==> src/pkg/boost_pkg.sv <==
// Constants, register map and shared types of the boost power controller.
// Assumes a 250 MHz system clock; all pins arrive asynchronously.
package boost_pkg;

	localparam int CLK_MHZ       = 250;
	localparam int SS_TIMEOUT_US = 2000;
	localparam int SS_TIMEOUT_CYC = SS_TIMEOUT_US * CLK_MHZ;
	localparam int RESTART_US    = 1000;
	localparam int RESTART_CYC   = RESTART_US * CLK_MHZ;
	localparam int PULSE_GAP_NS  = 400;
	localparam int PULSE_GAP_CYC = (PULSE_GAP_NS * CLK_MHZ) / 1000;
	localparam int TIMER_W       = 20;

	localparam logic [6:0] DEV_ADDR = 7'h75;

	localparam logic [7:0] OFS_MODE = 8'h01;
	localparam logic [7:0] OFS_TGT_LO = 8'h02;
	localparam logic [7:0] OFS_TGT_HI = 8'h03;
	localparam logic [7:0] OFS_ILIM = 8'h04;
	localparam logic [7:0] OFS_COND = 8'h05;

	localparam logic [7:0] MODE_RST   = 8'h09;
	localparam logic [4:0] TGT_LO_RST = 5'h09;
	localparam logic [4:0] TGT_HI_RST = 5'h0e;
	localparam logic [7:0] ILIM_RST   = 8'h00;

	localparam int MODE_RESET_BIT = 7;
	localparam int MODE_PG_BIT    = 3;
	localparam int MODE_SPREAD_BIT = 2;
	localparam int MODE_CTRL_LSB  = 0;
	localparam int TGT_W          = 5;

	localparam int COND_FAULT_BIT = 0;
	localparam int COND_LOCK_BIT  = 1;
	localparam int COND_OTP_BIT   = 2;
	localparam int COND_PG_BIT    = 3;
	localparam int COND_LIGHT_BIT = 4;
	localparam int COND_STATE_LSB = 5;

	typedef enum logic [2:0] {
		P_OFF   = 3'b000,
		P_LOCK  = 3'b001,
		P_PRE   = 3'b010,
		P_SOFT  = 3'b011,
		P_RUN   = 3'b100,
		P_BYP   = 3'b101,
		P_FAULT = 3'b110
	} power_state_type;

	typedef enum logic [2:0] {
		I_IDLE = 3'b000,
		I_ADDR = 3'b001,
		I_AACK = 3'b010,
		I_REG  = 3'b011,
		I_RACK = 3'b100,
		I_WR   = 3'b101,
		I_RD   = 3'b110,
		I_MACK = 3'b111
	} bus_state_type;

	typedef struct packed {
		logic chip_on;
		logic level_sel;
		logic byp_force_low;
		logic scl;
		logic sda;
		logic vin_rise;
		logic vin_fall;
		logic temp_over;
		logic temp_cooled;
		logic precharged;
		logic at_target;
		logic below_light;
		logic light_exit;
		logic valley_over;
		logic off_end;
	} pins_type;

endpackage

==> src/verilog/boost_power_state_control.sv <==
// Power state, lockout and serial register control of a battery boost regulator.
// Analog comparators and pins arrive asynchronously; outputs steer the power stage.
//
// Operation
// - Chip-on high starts the converter through soft-start, never straight to regulation.
// - Chip-on low shuts down: no switching, control idle, load cut from input.
// - Soft-start is entered only after precharge reports output at least input minus 300mV.
// - Soft-start longer than 2ms without reaching target declares a fault.
// - The level-select pin picks 3.3V (low) or 3.55V (high); serial writes may change both.
// - Every target code maps inside 2.85V to 4.4V.
// - Output below the light-load threshold enters pulse mode, pulsing until the loop exits.
// - Converter waits for input above 1.7V, stops below 1.6V and restarts on recovery.
// - Over-temperature stops operation until it cools below threshold minus hysteresis.
// - Chip-on low turns on the output discharge switch.
// - Valley current over limit stretches off-time; next on-time starts only after it falls.
// - The serial target address is 1110101 for all accesses.
// - The serial port works at fast-mode rates up to 400kb/s.
// - Registers 0x01 to 0x05 are mode, low target, high target, current limit, status.
// - Chip-on high with bypass-force pin low runs current-limited forced pass-through.
`timescale 1ns/100ps
`default_nettype none
module boost_power_state_control
	import boost_pkg::*;
#(
	parameter int SS_TIMEOUT = SS_TIMEOUT_CYC,
	parameter int RESTART    = RESTART_CYC
) (
	input  wire logic       clock_i,
	input  wire logic       rst_i,
	input  wire logic       chip_on_i,
	input  wire logic       output_level_select_pin_i,
	input  wire logic       bypass_force_low_pin_i,
	input  wire logic       scl_i,
	input  wire logic       sda_i,
	output logic            sda_o,
	output logic            sda_oe_o,
	input  wire logic       vin_above_rise_i,
	input  wire logic       vin_below_fall_i,
	input  wire logic       temp_over_i,
	input  wire logic       temp_cooled_i,
	input  wire logic       vout_precharged_i,
	input  wire logic       vout_at_target_i,
	input  wire logic       vout_below_light_i,
	input  wire logic       light_load_exit_i,
	input  wire logic       valley_over_i,
	input  wire logic       off_time_end_i,
	output logic            converter_on_o,
	output logic            load_connect_o,
	output logic            precharge_on_o,
	output logic            soft_start_on_o,
	output logic            bypass_on_o,
	output logic            discharge_on_o,
	output logic            off_extend_o,
	output logic            on_start_o,
	output logic            light_load_pulse_o,
	output logic            light_load_pulse_mode_o,
	output logic            power_good_output_o,
	output logic            power_good_output_oe_o,
	output logic            spread_spectrum_on_o,
	output logic [TGT_W-1:0] vout_code_o,
	output logic [7:0]      current_limit_code_o
);
	typedef struct packed {
		power_state_type  pwr;
		logic             low_input_lockout;
		logic             over_temp;
		logic             light_load_pulse_mode;
		logic [7:0]       mode_control;
		logic [TGT_W-1:0] target_low;
		logic [TGT_W-1:0] target_high;
		logic [7:0]       current_limit_setting;
		bus_state_type    bus;
		logic [3:0]       bit_cnt;
		logic [7:0]       shift;
		logic [7:0]       ptr;
		logic             rw;
		logic             scl_prev;
		logic             sda_prev;
		logic             sda_oe;
		logic             cycle_issued;
		logic             converter_on;
		logic             load_connect;
		logic             precharge_on;
		logic             soft_start_on;
		logic             bypass_on;
		logic             discharge_on;
		logic             off_extend;
		logic             on_start;
		logic             light_pulse;
		logic             pg_low;
		logic             spread;
		logic [TGT_W-1:0] vout_code;
		logic [7:0]       ilim_code;
	} state_type;

	state_type st_ff;
	state_type nxt_st;
	pins_type  p;
	logic      ss_expired;
	logic      restart_expired;
	logic      pulse_tick;
	logic      blocked;
	logic      scl_rise;
	logic      scl_fall;
	logic      start_seen;
	logic      stop_seen;

	pin_sync #(.WIDTH($bits(pins_type))) u_sync (
		.clock_i (clock_i),
		.rst_i   (rst_i),
		.async_i ({chip_on_i, output_level_select_pin_i, bypass_force_low_pin_i, scl_i,
			sda_i, vin_above_rise_i, vin_below_fall_i, temp_over_i, temp_cooled_i,
			vout_precharged_i, vout_at_target_i, vout_below_light_i, light_load_exit_i,
			valley_over_i, off_time_end_i}),
		.level_o (p)
	);

	cycle_timer #(.WIDTH(TIMER_W)) u_ss_timer (
		.clock_i   (clock_i),
		.rst_i     (rst_i),
		.run_i     (st_ff.pwr == P_SOFT),
		.limit_i   (TIMER_W'(SS_TIMEOUT)),
		.expired_o (ss_expired)
	);

	cycle_timer #(.WIDTH(TIMER_W)) u_restart_timer (
		.clock_i   (clock_i),
		.rst_i     (rst_i),
		.run_i     (st_ff.pwr == P_FAULT),
		.limit_i   (TIMER_W'(RESTART)),
		.expired_o (restart_expired)
	);

	// Releasing run on the tick restarts the gap, giving a steady pulse train
	cycle_timer #(.WIDTH(TIMER_W)) u_pulse_timer (
		.clock_i   (clock_i),
		.rst_i     (rst_i),
		.run_i     (st_ff.light_load_pulse_mode & ~pulse_tick),
		.limit_i   (TIMER_W'(PULSE_GAP_CYC)),
		.expired_o (pulse_tick)
	);

	function automatic logic [7:0] reg_value(input state_type s, input logic [7:0] a);
		logic [7:0] v;
		v = 8'h00;
		case (a)
			OFS_MODE:   v = s.mode_control;
			OFS_TGT_LO: v = {3'h0, s.target_low};
			OFS_TGT_HI: v = {3'h0, s.target_high};
			OFS_ILIM:   v = s.current_limit_setting;
			OFS_COND: begin
				v[COND_FAULT_BIT] = (s.pwr == P_FAULT);
				v[COND_LOCK_BIT]  = s.low_input_lockout;
				v[COND_OTP_BIT]   = s.over_temp;
				v[COND_PG_BIT]    = ~s.pg_low;
				v[COND_LIGHT_BIT] = s.light_load_pulse_mode;
				v[COND_STATE_LSB +: 3] = s.pwr;
			end
			default: v = 8'h00;
		endcase
		return v;
	endfunction

	always_comb begin
		nxt_st = st_ff;
		blocked = 1'b0;
		scl_rise = p.scl & ~st_ff.scl_prev;
		scl_fall = ~p.scl & st_ff.scl_prev;
		start_seen = st_ff.scl_prev & p.scl & st_ff.sda_prev & ~p.sda;
		stop_seen = st_ff.scl_prev & p.scl & ~st_ff.sda_prev & p.sda;

		// input lockout with hysteresis
		// Set wins over clear so a glitching rail never sneaks a restart
		if (p.vin_fall) begin
			nxt_st.low_input_lockout = 1'b1;
		end else if (p.vin_rise) begin
			nxt_st.low_input_lockout = 1'b0;
		end
		if (p.temp_over) begin
			nxt_st.over_temp = 1'b1;
		end else if (p.temp_cooled) begin
			nxt_st.over_temp = 1'b0;
		end
		blocked = nxt_st.low_input_lockout | nxt_st.over_temp;

		case (st_ff.pwr)
			P_OFF, P_LOCK: begin
				nxt_st.pwr = p.byp_force_low ? P_PRE : P_BYP;
			end
			P_PRE: begin
				if (p.precharged) begin
					nxt_st.pwr = P_SOFT;
				end
			end
			P_SOFT: begin
				if (p.at_target) begin
					nxt_st.pwr = P_RUN;
				end else if (ss_expired) begin
					nxt_st.pwr = P_FAULT;
				end
			end
			P_RUN: begin
				if (!p.byp_force_low) begin
					nxt_st.pwr = P_BYP;
				end
			end
			P_BYP: begin
				if (p.byp_force_low) begin
					nxt_st.pwr = P_PRE;
				end
			end
			P_FAULT: begin
				if (restart_expired) begin
					nxt_st.pwr = P_PRE;
				end
			end
			default: nxt_st.pwr = P_OFF;
		endcase
		if (!p.chip_on) begin
			nxt_st.pwr = P_OFF;
		end else if (blocked) begin
			nxt_st.pwr = P_LOCK;
		end

		if (nxt_st.pwr != P_RUN || st_ff.mode_control[MODE_CTRL_LSB +: 2] == 2'b00) begin
			nxt_st.light_load_pulse_mode = 1'b0;
		end else if (p.below_light) begin
			nxt_st.light_load_pulse_mode = 1'b1;
		end else if (p.light_exit) begin
			nxt_st.light_load_pulse_mode = 1'b0;
		end

		nxt_st.converter_on = (nxt_st.pwr == P_SOFT) || (nxt_st.pwr == P_RUN);
		nxt_st.load_connect = (nxt_st.pwr == P_PRE) || (nxt_st.pwr == P_SOFT) ||
			(nxt_st.pwr == P_RUN) || (nxt_st.pwr == P_BYP);
		nxt_st.precharge_on = (nxt_st.pwr == P_PRE);
		nxt_st.soft_start_on = (nxt_st.pwr == P_SOFT);
		nxt_st.bypass_on = (nxt_st.pwr == P_BYP);
		nxt_st.discharge_on = ~p.chip_on;

		nxt_st.off_extend = nxt_st.converter_on & p.valley_over;
		nxt_st.on_start = nxt_st.converter_on & p.off_end & ~p.valley_over &
			~st_ff.cycle_issued;
		if (!p.off_end) begin
			nxt_st.cycle_issued = 1'b0;
		end else if (nxt_st.on_start) begin
			nxt_st.cycle_issued = 1'b1;
		end
		nxt_st.light_pulse = pulse_tick & nxt_st.light_load_pulse_mode;

		nxt_st.pg_low = ~(((nxt_st.pwr == P_RUN) && p.at_target) ||
			(st_ff.mode_control[MODE_PG_BIT] && (nxt_st.pwr == P_BYP)));
		nxt_st.spread = st_ff.mode_control[MODE_SPREAD_BIT];
		nxt_st.ilim_code = st_ff.current_limit_setting;
		// 5-bit code spans the whole window only
		nxt_st.vout_code = p.level_sel ? st_ff.target_high : st_ff.target_low;

		nxt_st.scl_prev = p.scl;
		nxt_st.sda_prev = p.sda;
		if (stop_seen) begin
			nxt_st.bus = I_IDLE;
			nxt_st.sda_oe = 1'b0;
		end else if (start_seen) begin
			nxt_st.bus = I_ADDR;
			nxt_st.bit_cnt = 4'h0;
			nxt_st.sda_oe = 1'b0;
		end else begin
			case (st_ff.bus)
				I_ADDR, I_REG, I_WR: begin
					if (scl_rise) begin
						nxt_st.shift = {st_ff.shift[6:0], p.sda};
						nxt_st.bit_cnt = st_ff.bit_cnt + 4'h1;
					end else if (scl_fall && st_ff.bit_cnt == 4'h8) begin
						nxt_st.bit_cnt = 4'h0;
						nxt_st.sda_oe = 1'b1;
						nxt_st.bus = I_RACK;
						if (st_ff.bus == I_ADDR) begin
							if (st_ff.shift[7:1] != DEV_ADDR) begin
								nxt_st.bus = I_IDLE;
								nxt_st.sda_oe = 1'b0;
							end else begin
								nxt_st.rw = st_ff.shift[0];
								nxt_st.bus = I_AACK;
								nxt_st.shift = reg_value(st_ff, st_ff.ptr);
							end
						end else if (st_ff.bus == I_REG) begin
							nxt_st.ptr = st_ff.shift;
						end else begin
							nxt_st.ptr = st_ff.ptr + 8'h01;
							case (st_ff.ptr)
								OFS_MODE: begin
									if (st_ff.shift[MODE_RESET_BIT]) begin
										nxt_st.mode_control = MODE_RST;
										nxt_st.target_low = TGT_LO_RST;
										nxt_st.target_high = TGT_HI_RST;
										nxt_st.current_limit_setting = ILIM_RST;
									end else begin
										nxt_st.mode_control = st_ff.shift;
									end
								end
								OFS_TGT_LO: nxt_st.target_low = st_ff.shift[TGT_W-1:0];
								OFS_TGT_HI: nxt_st.target_high = st_ff.shift[TGT_W-1:0];
								OFS_ILIM: nxt_st.current_limit_setting = st_ff.shift;
								default: nxt_st.ptr = st_ff.ptr + 8'h01;
							endcase
						end
					end
				end
				I_AACK: begin
					if (scl_fall) begin
						nxt_st.bus = st_ff.rw ? I_RD : I_REG;
						nxt_st.sda_oe = st_ff.rw & ~st_ff.shift[7];
					end
				end
				I_RACK: begin
					if (scl_fall) begin
						nxt_st.bus = I_WR;
						nxt_st.sda_oe = 1'b0;
					end
				end
				I_RD: begin
					if (scl_rise) begin
						nxt_st.bit_cnt = st_ff.bit_cnt + 4'h1;
					end else if (scl_fall) begin
						if (st_ff.bit_cnt == 4'h8) begin
							nxt_st.bit_cnt = 4'h0;
							nxt_st.sda_oe = 1'b0;
							nxt_st.bus = I_MACK;
						end else begin
							nxt_st.shift = {st_ff.shift[6:0], 1'b0};
							nxt_st.sda_oe = ~st_ff.shift[6];
						end
					end
				end
				I_MACK: begin
					if (scl_rise) begin
						if (p.sda) begin
							nxt_st.bus = I_IDLE;
						end else begin
							nxt_st.ptr = st_ff.ptr + 8'h01;
							nxt_st.shift = reg_value(st_ff, st_ff.ptr + 8'h01);
							nxt_st.bus = I_AACK;
						end
					end
				end
				default: nxt_st.bus = I_IDLE;
			endcase
		end
	end

	// Bus lines reset high so the first sampled level cannot fake a start
	always_ff @(posedge clock_i or posedge rst_i) begin
		if (rst_i) begin
			st_ff <= '0;
			st_ff.pwr <= P_OFF;
			st_ff.bus <= I_IDLE;
			st_ff.low_input_lockout <= 1'b1;
			st_ff.mode_control <= MODE_RST;
			st_ff.target_low <= TGT_LO_RST;
			st_ff.target_high <= TGT_HI_RST;
			st_ff.current_limit_setting <= ILIM_RST;
			st_ff.scl_prev <= 1'b1;
			st_ff.sda_prev <= 1'b1;
			st_ff.discharge_on <= 1'b1;
			st_ff.pg_low <= 1'b1;
			st_ff.vout_code <= TGT_LO_RST;
		end else begin
			st_ff <= nxt_st;
		end
	end

	assign sda_o = 1'b0;
	assign sda_oe_o = st_ff.sda_oe;
	assign converter_on_o = st_ff.converter_on;
	assign load_connect_o = st_ff.load_connect;
	assign precharge_on_o = st_ff.precharge_on;
	assign soft_start_on_o = st_ff.soft_start_on;
	assign bypass_on_o = st_ff.bypass_on;
	assign discharge_on_o = st_ff.discharge_on;
	assign off_extend_o = st_ff.off_extend;
	assign on_start_o = st_ff.on_start;
	assign light_load_pulse_o = st_ff.light_pulse;
	assign light_load_pulse_mode_o = st_ff.light_load_pulse_mode;
	assign power_good_output_o = 1'b0;
	assign power_good_output_oe_o = st_ff.pg_low;
	assign spread_spectrum_on_o = st_ff.spread;
	assign vout_code_o = st_ff.vout_code;
	assign current_limit_code_o = st_ff.ilim_code;
endmodule
`default_nettype wire

==> src/verilog/pin_sync.sv <==
// Three-stage synchroniser bank for asynchronous pins.
// The output moves only once the second and third stages agree.
`timescale 1ns/100ps
`default_nettype none
module pin_sync #(
	parameter int WIDTH = 1
) (
	input  wire logic             clock_i,
	input  wire logic             rst_i,
	input  wire logic [WIDTH-1:0] async_i,
	output logic      [WIDTH-1:0] level_o
);
	typedef struct packed {
		logic [WIDTH-1:0] s1;
		logic [WIDTH-1:0] s2;
		logic [WIDTH-1:0] s3;
		logic [WIDTH-1:0] level;
	} sync_type;

	sync_type st_ff;
	sync_type nxt_st;

	always_comb begin
		nxt_st = st_ff;
		nxt_st.s1 = async_i;
		nxt_st.s2 = st_ff.s1;
		nxt_st.s3 = st_ff.s2;
		// Bitwise agree test keeps a glitching pin from flipping the level
		for (int i = 0; i < WIDTH; i++) begin
			if (st_ff.s2[i] == st_ff.s3[i]) begin
				nxt_st.level[i] = st_ff.s3[i];
			end
		end
	end

	always_ff @(posedge clock_i or posedge rst_i) begin
		if (rst_i) begin
			st_ff <= '0;
		end else begin
			st_ff <= nxt_st;
		end
	end

	assign level_o = st_ff.level;
endmodule
`default_nettype wire

==> src/verilog/cycle_timer.sv <==
// Run-gated cycle counter; expired_o rises one cycle after limit is reached.
// Dropping run_i clears it, so callers restart it by releasing run_i.
`timescale 1ns/100ps
`default_nettype none
module cycle_timer #(
	parameter int WIDTH = 20
) (
	input  wire logic             clock_i,
	input  wire logic             rst_i,
	input  wire logic             run_i,
	input  wire logic [WIDTH-1:0] limit_i,
	output logic                  expired_o
);
	typedef struct packed {
		logic [WIDTH-1:0] cnt;
		logic             expired;
	} timer_type;

	timer_type st_ff;
	timer_type nxt_st;

	always_comb begin
		nxt_st = st_ff;
		if (!run_i) begin
			nxt_st = '0;
		end else if (st_ff.cnt == limit_i) begin
			nxt_st.expired = 1'b1;
		end else begin
			nxt_st.cnt = st_ff.cnt + 1'b1;
		end
	end

	always_ff @(posedge clock_i or posedge rst_i) begin
		if (rst_i) begin
			st_ff <= '0;
		end else begin
			st_ff <= nxt_st;
		end
	end

	assign expired_o = st_ff.expired;
endmodule
`default_nettype wire

==> config.mk <==
export PLATFORM = sky130hd
export DESIGN_NAME = boost_power_state_control
export DESIGN_NICKNAME = d
export VERILOG_FILES = /design/src/pkg/boost_pkg.sv /design/src/verilog/boost_power_state_control.sv /design/src/verilog/pin_sync.sv /design/src/verilog/cycle_timer.sv
export SDC_FILE = /design/constraint.sdc
export NUM_CORES = 1
export LEC_CHECK = 0
export ABC_AREA = 1
export CAP_MARGIN = 20
export CORE_UTILIZATION = 25
export CTS_BUF_LIST = sky130_fd_sc_hd__clkbuf_8
export CTS_CLUSTER_DIAMETER = 40
export CTS_CLUSTER_SIZE = 40
export DETAILED_ROUTE_END_ITERATION = 8
export DONT_BUFFER_PORTS = 1
export HOLD_SLACK_MARGIN = 0.02
export SKIP_LAST_GASP = 1
export SLEW_MARGIN = 30
export SYNTH_ARGS = -nofsm -noshare
export SYNTH_HDL_FRONTEND = slang
export SYNTH_HIERARCHICAL = 1
export SYNTH_SLANG_ARGS = --single-unit
export TNS_END_PERCENT = 30
==> constraint.sdc <==
create_clock -name clock_i -period 3.4 [get_ports clock_i]
set_input_delay 0.68 -clock clock_i [delete_from_list [all_inputs] [get_ports clock_i]]
set_output_delay 0.68 -clock clock_i [all_outputs]
set_load 0.01 [all_outputs]
==> key figures <==
Timing
  – # setup viols final: 0
  – Rel. slew slack: 51.0%
  – Post-Route Setup TNS: 0 ns
  – Tmin final: 2.64 ns
  – Final period utilization: 77.7%
  – Top achievable clock speed: 378 MHz
  – Final Hold Fails: 0
  – Clock Skew: 0.0261 ns
  – Max-slew violation count: 0
  – Final setup margin: 0.757 ns
  – Worst hold slack: 0.0399 ns
  – Worst-Margin Slew: 0.735 ns
  – RSZ-0062 raised after global routing: false

Setup path
  – Cell family with most CP delay: simple AND/OR/NAND/NOR gates
  – CP cell instances: ha_1, nand2_2, o21ai_0, nand2_1, nor2_2, buf_4, and2_1, nand2_2, o21ai_0, o21ai_0, nand2_1
  – Slowest cell on crit path: nor2_2
  – Worst Path Max Fanout: 15
  – WP buf/inv: 1
  – Most frequent CP cell: o21ai_0
  – CP required: 3.92 ns
  – Worst R2R Start: st_ff[29]
  – Critical setup path kind: register to register
  – CP startpoint: st_ff[29]
  – CP endpoint kind: register
  – Crit-path max cell delay: 0.51 ns
  – Worst Path Arrival: 3.16 ns
  – Startpoint class of the critical path: register

Die
  – Core Area: 50300 µm²
  – Die height: 228 µm
  – Initial Util: 25.4%
  – Std cell rows: 82
  – Ports: 45
  – Die area: 51900 µm²
  – Die W: 228 µm

Yosys
  – Synth warn: 6
  – Mean Syn Cell Area: 7.36 µm²
  – #FFs+latches synth: 206
  – Post-Syn Area: 12800 µm²
  – Async S/R FF share, synth: 100%
  – Synth Instances: 1733
  – Most area-consuming cells after synthesis: dfrtp_1 (38%), nand2_1 (16%), inv_1 (5.9%)
  – Dominant synthesized flop cell: dfrtp_1
  – Top cell type's share of synthesized area: 37.7%
  – Post-synth EDFFs: 0
  – Yosys cell types: 49
  – Sequential area share after synthesis: 40.5%
  – Top cells by count, synth: nand2_1 (531), inv_1 (200), dfrtp_1 (192), nor2_1 (167), nand3_1 (130)
  – Yosys top cell by area: dfrtp_1
  – Top-count cell post-synth: nand2_1

CTS
  – Insertion delay of the later-clocked pin in the worst-skew pair: 0.60 ns
  – Setup Buffers After CTS: 0
  – TritonCTS clock tree: built
  – PostCTS Resize Cnt: 0
  – CTS Root Cell: clkbuf_8
  – CTS max path bufs: 3
  – Total CTS buffers: 39
  – Clk pin slew, worst setup/hold paths: 0.07 ns
  – Htree depth: 2
  – Clk sink count: 206

Place
  – Total placed cells including tap cells: 2464
  – Dpl hpwl: 24.7 mm
  – RD Place Congestion: 0.950
  – DP Worst Slack: 0.845 ns
  – Input/output buffers: 0

Power and ir drop
  – Peak supply drop: 202 µV
  – Tot Pwr: 5.91 mW
  – Power Dens Cells: 406 nW/µm²
  – Leakage: 6.88 nW

Flow run
  – Max_cap viols: 0

Final layout
  – Fin nets: 1866
  – Post-Layout Cell Count: 2539
  – Area grow syn2layout: 14.3%
  – Share of cells above drive strength 1: 13.3%
  – N_diodes: 0

Global routing
  – Antenna violations before repair: 1
  – Vias in the first global route: 10538
  – GRT Resource Usage Total: 13.1%
  – Largest net degree at the start of global routing: 74
  – Global-route wire length before repair: 55.0 mm
  – Grt ovf: 0

Drt
  – # DRC: 0
  – DR vias/cell: 4.39
  – Final WL: 33.8 mm
  – Routed len/inst: 13.3 µm
  – Vias: 11153
  – DRT Pass-1 Iters: 8
  – Post-route ant nets: 0
  – Iter 0 DRT Violations: 808

Run status
  – Run status: finished, final reports clean

Min path
  – Hold/Removal Path Class: primary input to async pin
==> layer usage <==
layer / GRT usage, % / wire (µm)
met1: 16.7 / 15000
met2: 21.5 / 15800
met3: 3.40 / 2110
met4: 4.32 / 869
met5: 0 / 13
==> registers in the layout, summed over array words and instances, names as in the netlist, 5 cells and up <==
signal                 flops
st_ff                     48
u_sync/nxt_st             30
u_pulse_timer/st_ff       20
u_restart_timer/st_ff     20
u_ss_timer/st_ff          20
u_sync/level_o            15
u_sync/st_ff              15
nxt_st                     9
current_limit_code_o       8
vout_code_o                5
==> layout by cell type (no fill, tap or decap), types with 2 or more instances in the layout <==
cell	netlist	final
bufinv_16	0	5
o21bai_1	7	7
o21ai_1	9	9
inv_2	24	26
conb_1	2	125
clkinv_4	0	4
clkinv_1	4	5
xor2_1	33	33
inv_1	200	201
o21ai_0	72	72
and3_1	2	2
a21oi_1	40	40
and2_1	5	5
nand2_1	531	531
o2111ai_1	5	5
inv_8	0	5
nand2_2	14	14
o21ai_2	3	3
o22ai_1	4	4
buf_4	34	9
inv_6	0	6
o31ai_1	11	11
nand4_1	37	37
nor4_1	4	4
nor2_4	5	8
clkbuf_8	2	41
nand3_2	73	73
nand3_1	130	130
xnor2_1	12	12
nor2_1	167	164
ha_1	13	13
clkinvlp_4	0	6
nor3_1	5	5
o211ai_1	4	4
nor2_2	24	24
dfrtp_1	192	192
nor3_2	2	2
dlygate4sd3_1	0	2
dfstp_2	14	14
==> cell type report <==
cell class	count	area, µm²
Clock buffer	41	564
Clock inverter	31	353
Fill cell	5469	35700
Inverter	228	862
Multi-Input combinational cell	1348	6650
Sequential cell	206	5170
Tap cell	672	841
Timing Repair Buffer	13	130
==> logic make-up after synthesis <==
family	Yosys count	synth area share, %
DFF	206	40.5
buffers and inverters	302	11.1
adders and majority gates	13	1.28
and+or+nand+nor	1001	36.5
other	2	0.0589
xor gates and xnor gates	45	3.09
muxes	1	0.0883
AOI/OAI and AO/OA	163	7.37
==> report_power, final <==
| part | switching, mW | leakage (nW) | internal (mW) |
|---|---|---|---|
| combinational | 0.280 | 3.73 | 0.107 |
| clock | 1.29 | 0.468 | 1.58 |
| sequential | 0.104 | 2.68 | 2.55 |
==> through the flow <==
stage,cell area (µm²),util [%]
finish,14600,29.0
global route,14600,29.0
CTS,14500,28.9
detailed placement,13600,27.1
global placement,13600,27.0
floorplan,13200,-
==> worst paths after layout <==
kind | slack [ns] | endpoint | cells after the start
min | 0.04 | off_extend_o | 1
min reg2reg | 0.34 | u_sync/nxt_st[26] | 0
max | 0.76 | st_ff[43] | 11
max reg2reg | 0.76 | st_ff[43] | 11
max in group asynchronous | 1.92 | u_sync/st_ff[25] | 3
min in group clock_i | 0.11 | u_sync/nxt_st[43] | 0
==> repair_timing <==
item,in CTS,in global routing
hold buffers,1,1
hold endpoints to repair,14,41
setup endpoints to repair,0,0
No activity file was read; power rests on OpenSTA's default activity.
